`src/logic/sdpc_pkg.sv`:
```
// What this block does
// - The two bank-select pins pick one of four banks, code zero naming the first and the rest in binary order.
// - A row-open command latches all twelve address pins as the row address of the selected bank.
// - A read or write takes its column from address pins 0 to 7 and reads address pin 10 as the auto-precharge flag.
// - A precharge samples address pin 10: high closes every bank, low closes only the selected bank.
// - A mode register set takes its operation code from the address pins.
// - Every command is ignored when the command-select pin is sampled high.
// - The command-select pin is one bit of the command code together with the three strobes.
// - The strobes are latched on the rising clock edge and commands are decoded only from the latched values.
// - Select low, row strobe low, column and write strobes high opens the selected bank.
// - Select low, row strobe low, column strobe high, write strobe low is a precharge that returns banks to idle.
// - Select low, row strobe high, column strobe low starts a column access chosen by the write strobe.
// - In a column access a high write strobe means read and a low one means write.
// - Each byte mask turns off its byte's output drivers on reads and blocks its byte from being written on writes.
// - Read and write data move on the sixteen data pins at rising clock edges and both directions can be masked.
package sdpc_pkg;
  localparam int addr_width = 12;
  localparam int col_width = 8;
  localparam int data_width = 16;
  localparam int bank_count = 4;
  localparam int autoprecharge_bit = 10;
  localparam int lower_byte_lsb = 0;
  localparam int upper_byte_lsb = 8;
  localparam logic [11:0] row_reset = 12'h000;
  localparam logic [11:0] mode_reset = 12'h000;
  localparam logic [15:0] data_reset = 16'h0000;
  // Burst length used by the data path after a column access, in clock cycles.
  localparam int burst_cycles = 4;
  // Command code is {select, row strobe, column strobe, write strobe}, all active low.
  typedef enum logic [3:0] {
    sdpc_cmd_row_open = 4'b0011,
    sdpc_cmd_precharge = 4'b0010,
    sdpc_cmd_read = 4'b0101,
    sdpc_cmd_write = 4'b0100,
    sdpc_cmd_mode_set = 4'b0000,
    sdpc_cmd_refresh = 4'b0001,
    sdpc_cmd_burst_stop = 4'b0110,
    sdpc_cmd_nop = 4'b0111
  } sdpc_cmd_type;
  typedef enum logic [1:0] {
    sdpc_burst_idle = 2'b00,
    sdpc_burst_read = 2'b01,
    sdpc_burst_write = 2'b10
  } sdpc_burst_type;
endpackage : sdpc_pkg

```
`src/logic/sdpc_byte_lane.sv`:
```
module sdpc_byte_lane (
  input wire logic clock,
  input wire logic rst_n,
  input wire logic reading,
  input wire logic writing,
  input wire logic lane_mask,
  input wire logic [7:0] read_byte,
  input wire logic [7:0] pin_byte,
  output logic [7:0] out_byte,
  output logic out_enable,
  output logic [7:0] write_byte,
  output logic write_enable
);
  // One byte of the data pins: drivers and write strobe are both gated by the lane mask.
  always_ff @(posedge clock) begin
    if (!rst_n) begin
      out_byte <= 8'h00;
      out_enable <= 1'b0;
      write_byte <= 8'h00;
      write_enable <= 1'b0;
    end else begin
      out_byte <= read_byte;
      out_enable <= reading && !lane_mask;
      write_byte <= pin_byte;
      write_enable <= writing && !lane_mask;
    end
  end
endmodule : sdpc_byte_lane

```
`src/logic/sdpc_sync.sv`:
```
module sdpc_sync #(
  parameter int width = 1
) (
  input wire logic clock,
  input wire logic rst_n,
  input wire logic [width-1:0] async_in,
  input wire logic [width-1:0] reset_value,
  output logic [width-1:0] sync_out
);
  logic [width-1:0] stage_one;

  // Two flip-flops bring pin levels into the clock domain; the first stage feeds only the second.
  always_ff @(posedge clock) begin
    if (!rst_n) begin
      stage_one <= reset_value;
      sync_out <= reset_value;
    end else begin
      stage_one <= async_in;
      sync_out <= stage_one;
    end
  end
endmodule : sdpc_sync

```
`src/logic/sdpc_top.sv`:
```
module sdpc_top (
  input wire logic clock,
  input wire logic rst_n,
  input wire logic cmd_select_n,
  input wire logic row_strobe_n,
  input wire logic col_strobe_n,
  input wire logic write_strobe_n,
  input wire logic bank_sel_lo,
  input wire logic bank_sel_hi,
  input wire logic [11:0] addr_pins,
  input wire logic lower_byte_mask,
  input wire logic upper_byte_mask,
  input wire logic [15:0] data_pins_in,
  output logic [15:0] data_pins_out,
  output logic [15:0] data_pins_oe,
  input wire logic [15:0] array_read_data,
  output logic [15:0] array_write_data,
  output logic [1:0] array_write_byte_en,
  output logic [1:0] access_bank,
  output logic [7:0] access_col,
  output logic access_autoprecharge,
  output logic [3:0] bank_active,
  output logic [47:0] bank_rows,
  output logic [11:0] mode_opcode,
  output logic mode_loaded,
  output logic read_burst,
  output logic write_burst
);
  // Synchronised pin levels.
  logic cs_n_s;
  logic ras_n_s;
  logic cas_n_s;
  logic we_n_s;
  logic [1:0] bank_s;
  logic [11:0] addr_s;
  logic [1:0] mask_s;
  logic [15:0] data_s;
  // Decoded command and state.
  sdpc_pkg::sdpc_cmd_type cmd;
  logic cmd_valid;
  sdpc_pkg::sdpc_burst_type burst;
  logic [2:0] burst_left;
  logic [1:0] lane_out_en;
  logic [1:0] lane_wr_en;
  logic [7:0] lane_out [2];
  logic [7:0] lane_wr [2];

  // The command and strobe pins pass two flip-flops; commands decode only from these.
  sdpc_sync #(.width(4)) u_cmd_sync (
    .clock(clock),
    .rst_n(rst_n),
    .async_in({cmd_select_n, row_strobe_n, col_strobe_n, write_strobe_n}),
    .reset_value(4'hf),
    .sync_out({cs_n_s, ras_n_s, cas_n_s, we_n_s})
  );

  // Bank, address, mask and data pins pass the same two stages so they stay aligned with the command.
  sdpc_sync #(.width(32)) u_pin_sync (
    .clock(clock),
    .rst_n(rst_n),
    .async_in({bank_sel_hi, bank_sel_lo, addr_pins, upper_byte_mask, lower_byte_mask, data_pins_in}),
    .reset_value(32'h0000_0003),
    .sync_out({bank_s, addr_s, mask_s, data_s})
  );

  // Select is part of the code; with select high nothing decodes.
  assign cmd = sdpc_pkg::sdpc_cmd_type'({cs_n_s, ras_n_s, cas_n_s, we_n_s});
  assign cmd_valid = !cs_n_s;

  // Bank open state and row latches, one entry per bank.
  for (genvar b = 0; b < sdpc_pkg::bank_count; b++) begin : g_bank
    always_ff @(posedge clock) begin
      if (!rst_n) begin
        bank_active[b] <= 1'b0;
        bank_rows[b*12 +: 12] <= sdpc_pkg::row_reset;
      end else if (cmd_valid && cmd == sdpc_pkg::sdpc_cmd_row_open && bank_s == 2'(b)) begin
        bank_active[b] <= 1'b1;
        bank_rows[b*12 +: 12] <= addr_s;
      end else if (cmd_valid && cmd == sdpc_pkg::sdpc_cmd_precharge) begin
        if (addr_s[sdpc_pkg::autoprecharge_bit] || bank_s == 2'(b)) begin
          bank_active[b] <= 1'b0;
        end
      end else if (burst != sdpc_pkg::sdpc_burst_idle && burst_left == 3'd1 && access_autoprecharge
                   && access_bank == 2'(b)) begin
        // Auto-precharge closes the bank when its burst ends.
        bank_active[b] <= 1'b0;
      end
    end
  end

  // Column access captures bank, column and the auto-precharge flag.
  always_ff @(posedge clock) begin
    if (!rst_n) begin
      access_bank <= 2'b00;
      access_col <= 8'h00;
      access_autoprecharge <= 1'b0;
    end else if (cmd_valid && (cmd == sdpc_pkg::sdpc_cmd_read || cmd == sdpc_pkg::sdpc_cmd_write)) begin
      access_bank <= bank_s;
      access_col <= addr_s[sdpc_pkg::col_width-1:0];
      access_autoprecharge <= addr_s[sdpc_pkg::autoprecharge_bit];
    end
  end

  // Mode register set takes the op-code from the address pins.
  always_ff @(posedge clock) begin
    if (!rst_n) begin
      mode_opcode <= sdpc_pkg::mode_reset;
      mode_loaded <= 1'b0;
    end else if (cmd_valid && cmd == sdpc_pkg::sdpc_cmd_mode_set) begin
      mode_opcode <= addr_s;
      mode_loaded <= 1'b1;
    end
  end

  // Burst tracker: the write strobe picks read or write; a new access or stop cuts the burst.
  always_ff @(posedge clock) begin
    if (!rst_n) begin
      burst <= sdpc_pkg::sdpc_burst_idle;
      burst_left <= 3'd0;
    end else if (cmd_valid && cmd == sdpc_pkg::sdpc_cmd_read) begin
      burst <= sdpc_pkg::sdpc_burst_read;
      burst_left <= 3'(sdpc_pkg::burst_cycles);
    end else if (cmd_valid && cmd == sdpc_pkg::sdpc_cmd_write) begin
      burst <= sdpc_pkg::sdpc_burst_write;
      burst_left <= 3'(sdpc_pkg::burst_cycles);
    end else if (cmd_valid && (cmd == sdpc_pkg::sdpc_cmd_burst_stop || cmd == sdpc_pkg::sdpc_cmd_precharge)) begin
      burst <= sdpc_pkg::sdpc_burst_idle;
      burst_left <= 3'd0;
    end else if (burst_left > 3'd1) begin
      burst_left <= burst_left - 3'd1;
    end else begin
      burst <= sdpc_pkg::sdpc_burst_idle;
      burst_left <= 3'd0;
    end
  end

  // Registered burst flags for the outside.
  always_ff @(posedge clock) begin
    if (!rst_n) begin
      read_burst <= 1'b0;
      write_burst <= 1'b0;
    end else begin
      read_burst <= (burst == sdpc_pkg::sdpc_burst_read);
      write_burst <= (burst == sdpc_pkg::sdpc_burst_write);
    end
  end

  // One lane per byte; lane 0 takes the lower mask, lane 1 the upper.
  for (genvar l = 0; l < 2; l++) begin : g_lane
    sdpc_byte_lane u_lane (
      .clock(clock),
      .rst_n(rst_n),
      .reading(burst == sdpc_pkg::sdpc_burst_read),
      .writing(burst == sdpc_pkg::sdpc_burst_write),
      .lane_mask(mask_s[l]),
      .read_byte(array_read_data[l*8 +: 8]),
      .pin_byte(data_s[l*8 +: 8]),
      .out_byte(lane_out[l]),
      .out_enable(lane_out_en[l]),
      .write_byte(lane_wr[l]),
      .write_enable(lane_wr_en[l])
    );
  end

  // Pin outputs: byte enables fan out to every bit of the lane.
  always_ff @(posedge clock) begin
    if (!rst_n) begin
      data_pins_out <= sdpc_pkg::data_reset;
      data_pins_oe <= 16'h0000;
      array_write_data <= sdpc_pkg::data_reset;
      array_write_byte_en <= 2'b00;
    end else begin
      data_pins_out <= {lane_out[1], lane_out[0]};
      data_pins_oe <= {{8{lane_out_en[1]}}, {8{lane_out_en[0]}}};
      array_write_data <= {lane_wr[1], lane_wr[0]};
      array_write_byte_en <= lane_wr_en; // Enables leave in the same cycle as the data they guard.
    end
  end
endmodule : sdpc_top

```
`config.mk`:
```
export PLATFORM = sky130hd
export DESIGN_NAME = sdpc_top
export DESIGN_NICKNAME = d
export VERILOG_FILES = /design/src/logic/sdpc_pkg.sv /design/src/logic/sdpc_byte_lane.sv /design/src/logic/sdpc_sync.sv /design/src/logic/sdpc_top.sv
export SDC_FILE = /design/constraint.sdc
export NUM_CORES = 1
export LEC_CHECK = 0
export BUFFER_PORTS_ARGS = -buffer_cell sky130_fd_sc_hd__buf_2
export CORE_UTILIZATION = 31
export DETAILED_ROUTE_END_ITERATION = 6
export GPL_TIMING_DRIVEN = 0
export SLEW_MARGIN = 25
export SYNTH_ARGS = -nofsm -noshare
export SYNTH_HDL_FRONTEND = slang
export SYNTH_SLANG_ARGS = --single-unit
```
`constraint.sdc`:
```
create_clock -name clock -period 2.4 [get_ports clock]
set_input_delay 0.12 -clock clock [delete_from_list [all_inputs] [get_ports clock]]
set_output_delay 0.12 -clock clock [all_outputs]
set_load 0.01 [all_outputs]
```
After elaboration in Yosys (flattened, before gate mapping)

Cells that the tools add are included.

Reductions and logical operators: 44
Bitwise logic cells: 2
Magnitude comparators: 1
Add/subtract/negate cells: 1
Eq/ne operators: 20
Muxes and demuxes: 24

Operators by type and width:

| kind                  | count |
|---|---|
| $logic_and A1 B1 Y1   | 21 |
| $mux W1               | 17 |
| $eq A4 B3 Y1 const B  | 3 |
| $mux W3               | 4 |
| $reduce_bool A3 Y1    | 4 |
| $eq A2 B2 Y1 const B  | 5 |
| $eq A4 B2 Y1 const B  | 2 |
| $reduce_and A2 Y1     | 4 |
| $eq A2 B1 Y1 const B  | 3 |
| $logic_or A1 B1 Y1    | 6 |
| $mux W2               | 3 |
| $ne A3 B1 Y1 const B  | 2 |
| $ne A3 B3 Y1 const B  | 2 |
| $reduce_or A5 Y1      | 1 |
| $logic_not A2 Y1      | 2 |
| $logic_not A4 Y1      | 1 |
| $ne A4 B4 Y1 const B  | 1 |
| $eq A3 B1 Y1 const B  | 1 |
| $gt A3 B1 Y1 const B  | 1 |
| $logic_not A1 Y1      | 3 |
| $ne A3 B2 Y1 const B  | 1 |
| $sub A3 B1 Y3 const B | 1 |
| $not A1 Y1            | 2 |
| $reduce_bool A2 Y1    | 1 |
| $reduce_or A2 Y1      | 1 |

Bits in registers: 234
Output and inout bits: 128
Logic and storage cells: 127
Input port bits: 54

Logic depth before layout (Yosys ltp)

Gate-level depths: netlist of the first run.

Depth after elaboration: 7
Depth in mapped cells: 6
Mapped depth without buffers: 6

By module

A second synthesis of the first run with hierarchy kept.

Cell total of the unflattened synthesis: 689
Area, all modules: 7965.1 um^2

Modules (own cells, without submodules):

| module                  | cells each | sequential area each (um^2) | area an instance (um^2) | times used |
|---|---|---|---|---|
| sdpc_top                | 463        | 2382.3                      | 4301.6                  | 1 |
| sdpc_sync at u_pin_sync | 135        | 1281.2                      | 2358.5                  | 1 |
| sdpc_byte_lane          | 37         | 360.3                       | 506.7                   | 2 |
| sdpc_sync at u_cmd_sync | 17         | 160.2                       | 291.5                   | 1 |

Worst setup path after synthesis of the first run

No wires, ideal clock.

Kind: register to register
Start: register burst_left[0]
End: register bank_active[0]
Setup time: 130 ps
Cell stages (with the launch flop): 6
Data arrival time: 1302 ps
Data required time: 2270 ps
Buffers on the path: 0
Slack: 967 ps
Clock period less this slack: 1433 ps
Cells stage by stage: dfxtp_1 ha_1 nor2b_1 nor4bb_1 nor3b_1 o22ai_1

Cells in the longest elaborated chain, start to end: 6

Ends and longest elaborated chain:

| element                          | line            | text |
|---|---|---|
| start: declaration               | sdpc_top.sv:42  | `logic [2:0] burst_left;` |
| start signal: assignment         | sdpc_top.sv:122 | `burst_left <= 3'(sdpc_pkg::burst_cycles);` |
| start signal: assignment         | sdpc_top.sv:125 | `burst_left <= 3'(sdpc_pkg::burst_cycles);` |
| start signal: assignment         | sdpc_top.sv:130 | `burst_left <= burst_left - 3'd1;` |
| $eq A3 B1 Y1                     | sdpc_top.sv:83  | `end else if (burst != sdpc_pkg::sdpc_burst_idle && burst_left == 3'd1 && access_autoprecharge` |
| $logic_and A1 B1 Y1 (2 in a row) | sdpc_top.sv:83  |  |
| $logic_and A1 B1 Y1              | sdpc_top.sv:84  | `&& access_bank == 2'(b)) begin` |
| $reduce_bool A3 Y1 (no line)     | --              |  |
| $reduce_and A2 Y1 (no line)      | --              |  |
| end signal: indexed assignment   | sdpc_top.sv:77  | `bank_active[b] <= 1'b1;` |
| end signal: indexed assignment   | sdpc_top.sv:81  | `bank_active[b] <= 1'b0;` |
| end signal: indexed assignment   | sdpc_top.sv:86  | `bank_active[b] <= 1'b0;` |
| end: declaration                 | sdpc_top.sv:22  | `output logic [3:0] bank_active,` |

Every way passes these cells.
A chain may end at the register's enable or synchronous reset.

Final worst setup path of the first run

Same ends and word-level chain as after synthesis.

==> results.cfg, run 1 <==
[outcome]
status = finished, final reports clean

[critical_path]
worst-setup-path-type = reg -> reg
worst_ep_arrival_time_ps = 2110
crit_slowest_cell = dfxtp_1
start_kind = flip-flop
crit_path_max_incr_delay_ps = 400
path_cells = ha_1 -> nor2b_1 -> nor4bb_1 -> nor3b_1 -> o22ai_1
crit_path_end_kind = flip-flop
cp_data_required_time_ps = 2790
path_buf_inv = 0
path_max_fanout = 5
crit_family = simple AND/OR/NAND/NOR gates

[route]
via_per_inst = 4.25
ant_nets = 0
routedWlPerCell_um = 14.0
wl_mm = 17.1
vias = 5184
drc = 0
drtIter0Drc = 250
first_pass_iters = 4

[clock_network]
htreeDepth = 1
cts_hold_buf = 52
cts_tree = built
cts.sinks = 227
cts_max_path_buffers = 3
cts_resized = 0
cts_root_buf = clkbuf_16
cts_setup_buffers = 0
clock_latency_ps = 510
cts_buffers = 24
clk_pin_slew_ps = 60

[global_route]
grt_pass1_vias = 4952
grt_start_max_net_pins = 16
overflow = 0
grt_usage = 0.148
grt_pass1_wl_mm = 26.1
antenna_found_initial = 0

[floorplan]
chipWidth_um = 151
start_util = 0.316
num_rows = 54
core_um2 = 21800
pin_count = 182
die_y_um = 151
die_area_um2 = 22900

[pwr]
power_leakage_nw = 4.20
power_mw = 8.00
power.density_nw_per_um2 = 843
peakVddDrop_mv = 0.371

[sta]
finalSetupViolations = 0
period_share = 0.717
maxSlewViolCount = 0
fin_skew_ps = 17.8
timing.fmax_mhz = 581
rsz0062_at_grt = no
period_minus_slack_ps = 1720
finalHoldViolations = 0
slew-limit-headroom = 0.542
finalSetupTns_ps = 0
worst_pin_slew_ps = 687

[logic_synthesis]
async_reset_ff_frac = 0
yosysSeqAreaShare = 0.658
ys_types = 34
yosysMostFrequentCell = dfxtp_1
ys_seq_elements = 227
yosys-top-cells-count = 227 x dfxtp_1, 129 x and2_1, 67 x nand2_1, 53 x nand3_1, 49 x o21ai_0
synth-edff-count = 0
ys_warn_count = 0
synthesis.area_um2 = 6900
synth_ff_type = dfxtp_1
syn_avg_cell_area_um2 = 10.4
synth_nets = 719
synth_top_area_frac = 0.658
synthCells = 663
synth_top_cell_by_area = dfxtp_1
yosys-top-cells-area = dfxtp_1 66%, and2_1 12%, nand3_1 3.8%

[cells_and_area]
nNetsFinal = 978
fin_cells = 1220
num_antenna_cells = 0
num-fill-cells = 2105
drive_above_1_share = 0.266
synthToLayoutAreaGrowth_pct = 37.4

[place]
post-dp-hpwl_mm = 12.0
gp_congestion = 0.800
portBuffers = 181
dp_cells = 1124

[run]
cap_violations = 0

[min_path]
hp-class = in -> reg
[routing by layer]
layer | global-route usage | part of all wire | up-vias
met4 | 0.0500 | 0.021 | 0
met5 | 0 | 0 | -
li1 | - | - | 2655
met1 | 0.188 | 0.45 | 2366
met2 | 0.244 | 0.47 | 131
met3 | 0.0340 | 0.060 | 32
[final timing paths]
check / from / end / slack, ps / cells past startpoint
setup / recovery: burst_left[0]$_SDFF_PP0_ / bank_active[0]$_SDFFE_PN0P_ / 680 / 5
hold / removal: rst_n / u_cmd_sync.sync_out[2]$_SDFF_PN1_ / 150 / 3
setup reg to reg: burst_left[0]$_SDFF_PP0_ / bank_active[0]$_SDFFE_PN0P_ / 680 / 5
hold reg to reg: u_cmd_sync.stage_one[0]$_SDFF_PN1_ / u_cmd_sync.sync_out[0]$_SDFF_PN1_ / 400 / 1
[worst min-delay path: cells and delay by family]
family	cells	cell delay, ps
buf+inv	2	370
simple gates	1	140
[power by group]
part / switching (mW) / leakage [nW] / internal, mW
combinational: 0.171 / 1.95 / 0.194
sequential: 0.0476 / 1.85 / 3.88
clock: 1.52 / 0.400 / 2.19
total: 1.74 / 4.20 / 6.26
[cells in the final DEF (no fill, tap or decap), drive strengths merged, types with 2 or more instances in the layout]
cell type and count:
and2 129, nor3b 2, inv 9, nand3 54, nor4 2, o21ai 52
clkbuf 57, buf 209, clkinv 5, nand2b 12, nor2b 3, nor4b 2
nor2 14, dfxtp 227, ha 2, nand2 67, a21oi 25, o22ai 4
dlygate4sd3 52
[stage by stage]
| step | util | cell area, um2 | worst slack (ps) | hold slack [ps] |
|---|---|---|---|---|
| floorplan | - | 6900 | 967 | 221 |
| global placement | 0.374 | 8160 | 721 | 304 |
| detailed placement | 0.374 | 8160 | 702 | 306 |
| CTS | 0.435 | 9490 | 689 | 138 |
| global route | 0.435 | 9490 | 469 | 170 |
| finish | 0.435 | 9490 | 679 | 151 |
[final cells by class]
class / instances / area (um2) / share of cell area
repair buffers: 233 / 1430 / 0.150
inverters: 5 / 18.8 / 0.00198
clock inverters: 11 / 101 / 0.0107
plain buffers: 52 / 259 / 0.0273
clock buffers: 33 / 706 / 0.0744
multi-input cells: 379 / 2080 / 0.219
flip-flops and latches: 227 / 4540 / 0.479
well taps: 280 / 350 / 0.0369
[state kept, by name (all words and copies together), names as in the netlist, 12 cells and up]
signal and count:
bank_rows 48, u_pin_sync.stage_one 32, u_pin_sync.sync_out 32, mode_opcode 12, g_lane.u_lane.write_byte 16, data_pins_out 16, g_lane.u_lane.out_byte 16, array_write_data 16
[cells by family (layout without fill, tap and decap cells)]
family                   count (synthesis)  count (layout)  share of synthesized area
buffers and inverters                   57             334                     0.0402
AO/OA/AOI/OAI                           85              85                     0.0654
flip-flops                             227             227                      0.658
AND/OR/NAND/NOR                        291             291                      0.231
adder cells (fa/ha/maj)                  2               2                    0.00362
multiplexers                             1               1                    0.00145
Power figures use the tool's default switching activity.
==> run 2, diff against run 1 <==
Settings changed: ABC_AREA set to 1.
Clock period 2.4 ns to 1.66 ns, I/O delays scaled along.
==> run 2 against run 1 <==
Net effect: wire length rose by 2.5%; sequential power increased by 46%; maximum frequency rose by 23%; core utilization down 0.69 points; first-iteration DRC count shrank 44%; synthesized cell count is 28% higher; critical endpoint is now bank_rows[28]$_SDFFE_PN0P_; largest cell class unchanged.
==> results.cfg, run 2 <==
[floorplan]
num_rows = 55
pin_count = 182
start_util = 0.319
die_y_um = 156
chipWidth_um = 156
die_area_um2 = 24200
core_um2 = 22900

[global_route]
grt.busiest_layer = met2
use_met1 = 0.172
antenna_found_initial = 0
use_met2 = 0.243
grtUsageMet3 = 0.0303
overflow = 0
grt_usage = 0.141
grt_pass1_vias = 5149
grt_start_max_net_pins = 14
grt_pass1_wl_mm = 26.7

[critical_path]
worst-setup-path-type = reg -> reg
path_max_fanout = 10
worst_ep_arrival_time_ps = 1790
crit_path_end_kind = flip-flop
path_buf_inv = 2
crit_slowest_cell = dfxtp_1
reg2reg_slack_ps = 260
path_cells = nor2_2 -> inv_2 -> nor2_8 -> nand3_4 -> buf_6 -> o21ai_1 -> a21oi_1
crit_family = simple AND/OR/NAND/NOR gates
start_kind = flip-flop
cp_data_required_time_ps = 2050
crit_path_max_incr_delay_ps = 340

[sta]
period_minus_slack_ps = 1400
finalHoldViolations = 0
finalSetupViolations = 0
period_share = 0.842
worst_pin_slew_ps = 557
fin_hold_ws_ps = 104
maxSlewViolCount = 0
finalSetupTns_ps = 0
slew-limit-headroom = 0.629
rsz0062_at_grt = no
fin_skew_ps = 12.7
timing.fmax_mhz = 715

[place]
post-dp-hpwl_mm = 12.7
gp_congestion = 0.835
portBuffers = 180
dp_cells = 1344

[route]
drc = 0
via_per_inst = 3.99
routedWlPerCell_um = 12.3
vias = 5712
drtIter0Drc = 139
first_pass_iters = 4
ant_nets = 0
wl_mm = 17.6

[pwr]
power_mw = 11.1
pwr-share-seq = 0.516
comb_power_share = 0.063
peakVddDrop_mv = 0.660
clock_power_share = 0.422
power.density_nw_per_um2 = 1130
p_switching_mw = 2.47
power_leakage_nw = 5.29
p_int_mw = 8.65
p_sw_frac = 0.222

[clock_network]
cts_tree = built
htreeDepth = 1
clk_pin_slew_ps = 60
cts_max_path_buffers = 3
cts.sinks = 227
clock_latency_ps = 500
cts_buffers = 23
cts_root_buf = clkbuf_16

[run]
cap_violations = 0

[cells_and_area]
final_common_cell = dfxtp_1
top_register = bank_rows
fin_cells = 1432
largest_reg_flops = 48
nNetsFinal = 1164
mostFrequentLayoutCells = 227 x dfxtp_1, 196 x buf_2, 176 x nand2_1
reg_top3 = bank_rows x48, u_pin_sync.stage_one x32, u_pin_sync.sync_out x32
utilization = 0.428
synthToLayoutAreaGrowth_pct = 34.0
drive_above_1_share = 0.244
num_antenna_cells = 0

[logic_synthesis]
ys_types = 24
yosysSeqAreaShare = 0.621
async_reset_ff_frac = 0
synthCells = 851
synth_top_area_frac = 0.621
yosys-top-cells-count = 227 x dfxtp_1, 176 x nand2_1, 167 x inv_1, 60 x a21oi_1, 54 x nor2_1
yosys-top-cells-area = dfxtp_1 62%, nand2_1 9.0%, inv_1 8.6%
yosysMostFrequentCell = dfxtp_1
synth_top_cell_by_area = dfxtp_1
ys_seq_elements = 227
syn_avg_cell_area_um2 = 8.60
synth-edff-count = 0
synthesis.area_um2 = 7320
synth_nets = 907
synth_ff_type = dfxtp_1
ys_warn_count = 0

[outcome]
status = finished, final reports clean

[min_path]
hp-class = in -> reg
## run 2: kinds of logic after synthesis
logic type / count (synthesis) / share of synthesized area
DFF: 227 / 0.621
adders and majority gates: 2 / 0.00342
and+or+nand+nor: 289 / 0.168
buffers and inverters: 223 / 0.132
xor gates and xnor gates: 1 / 0.00120
AOI/OAI and AO/OA: 109 / 0.0745
## run 2: layout make-up
| type | instances | area [um2] |
|---|---|---|
| clock buffer | 33 | 653 |
| fill | 2337 | 13100 |
| sequential | 227 | 4540 |
| buffer | 53 | 328 |
| multi-input combinational | 401 | 1810 |
| clock inverter | 3 | 21.3 |
| tap | 313 | 392 |
| inverter | 170 | 638 |
| timing repair buffer | 232 | 1420 |
## run 2: tightest hold or removal path, delay by kind of cell
family / cells / cell delay, ps
buf+inv: 2 / 340
simple gates: 1 / 140
## run 2: power groups by stage
stage | combinational [mW] | sequential (mW) | clock (mW)
5_1_grt | 0.810 | 5.75 | 5.02
2_1_floorplan | 0.390 | 5.84 | 0
3_5_place_dp | 0.600 | 5.85 | 0
6_report | 0.699 | 5.73 | 4.69
4_1_cts | 0.706 | 5.73 | 4.82
3_3_place_gp | 0.594 | 5.85 | 0
## run 2: stage by stage
step,area [um2],setup slack (ps)
after global routing,9810,98.2
final,9810,262
after CTS,9810,235
after floorplan,7320,463
after detailed placement,8610,247
after global placement,8610,254
## run 2: worst paths after layout
check	to	depth (start not counted)	startpoint
max	bank_rows[28]$_SDFFE_PN0P_	7	u_cmd_sync.sync_out[3]$_SDFF_PN1_
min	u_cmd_sync.stage_one[3]$_SDFF_PN1_	3	rst_n
min reg2reg	u_pin_sync.sync_out[8]$_SDFF_PN0_	2	u_pin_sync.stage_one[8]$_SDFF_PN0_
max reg2reg	bank_rows[28]$_SDFFE_PN0P_	7	u_cmd_sync.sync_out[3]$_SDFF_PN1_
## run 2: layer usage
metal  up-vias  share of wire
li1       3031              -
met1      2495           0.44
met5         -              0
met3        42          0.057
met4         0          0.030
met2       144           0.47
## run 2: repair_timing
| action | in CTS | in global routing |
|---|---|---|
| setup buffers | 0 | 0 |
| resized for setup | 0 | 0 |
| hold buffers | 52 | 0 |
| hold endpoints to repair | 52 | 0 |
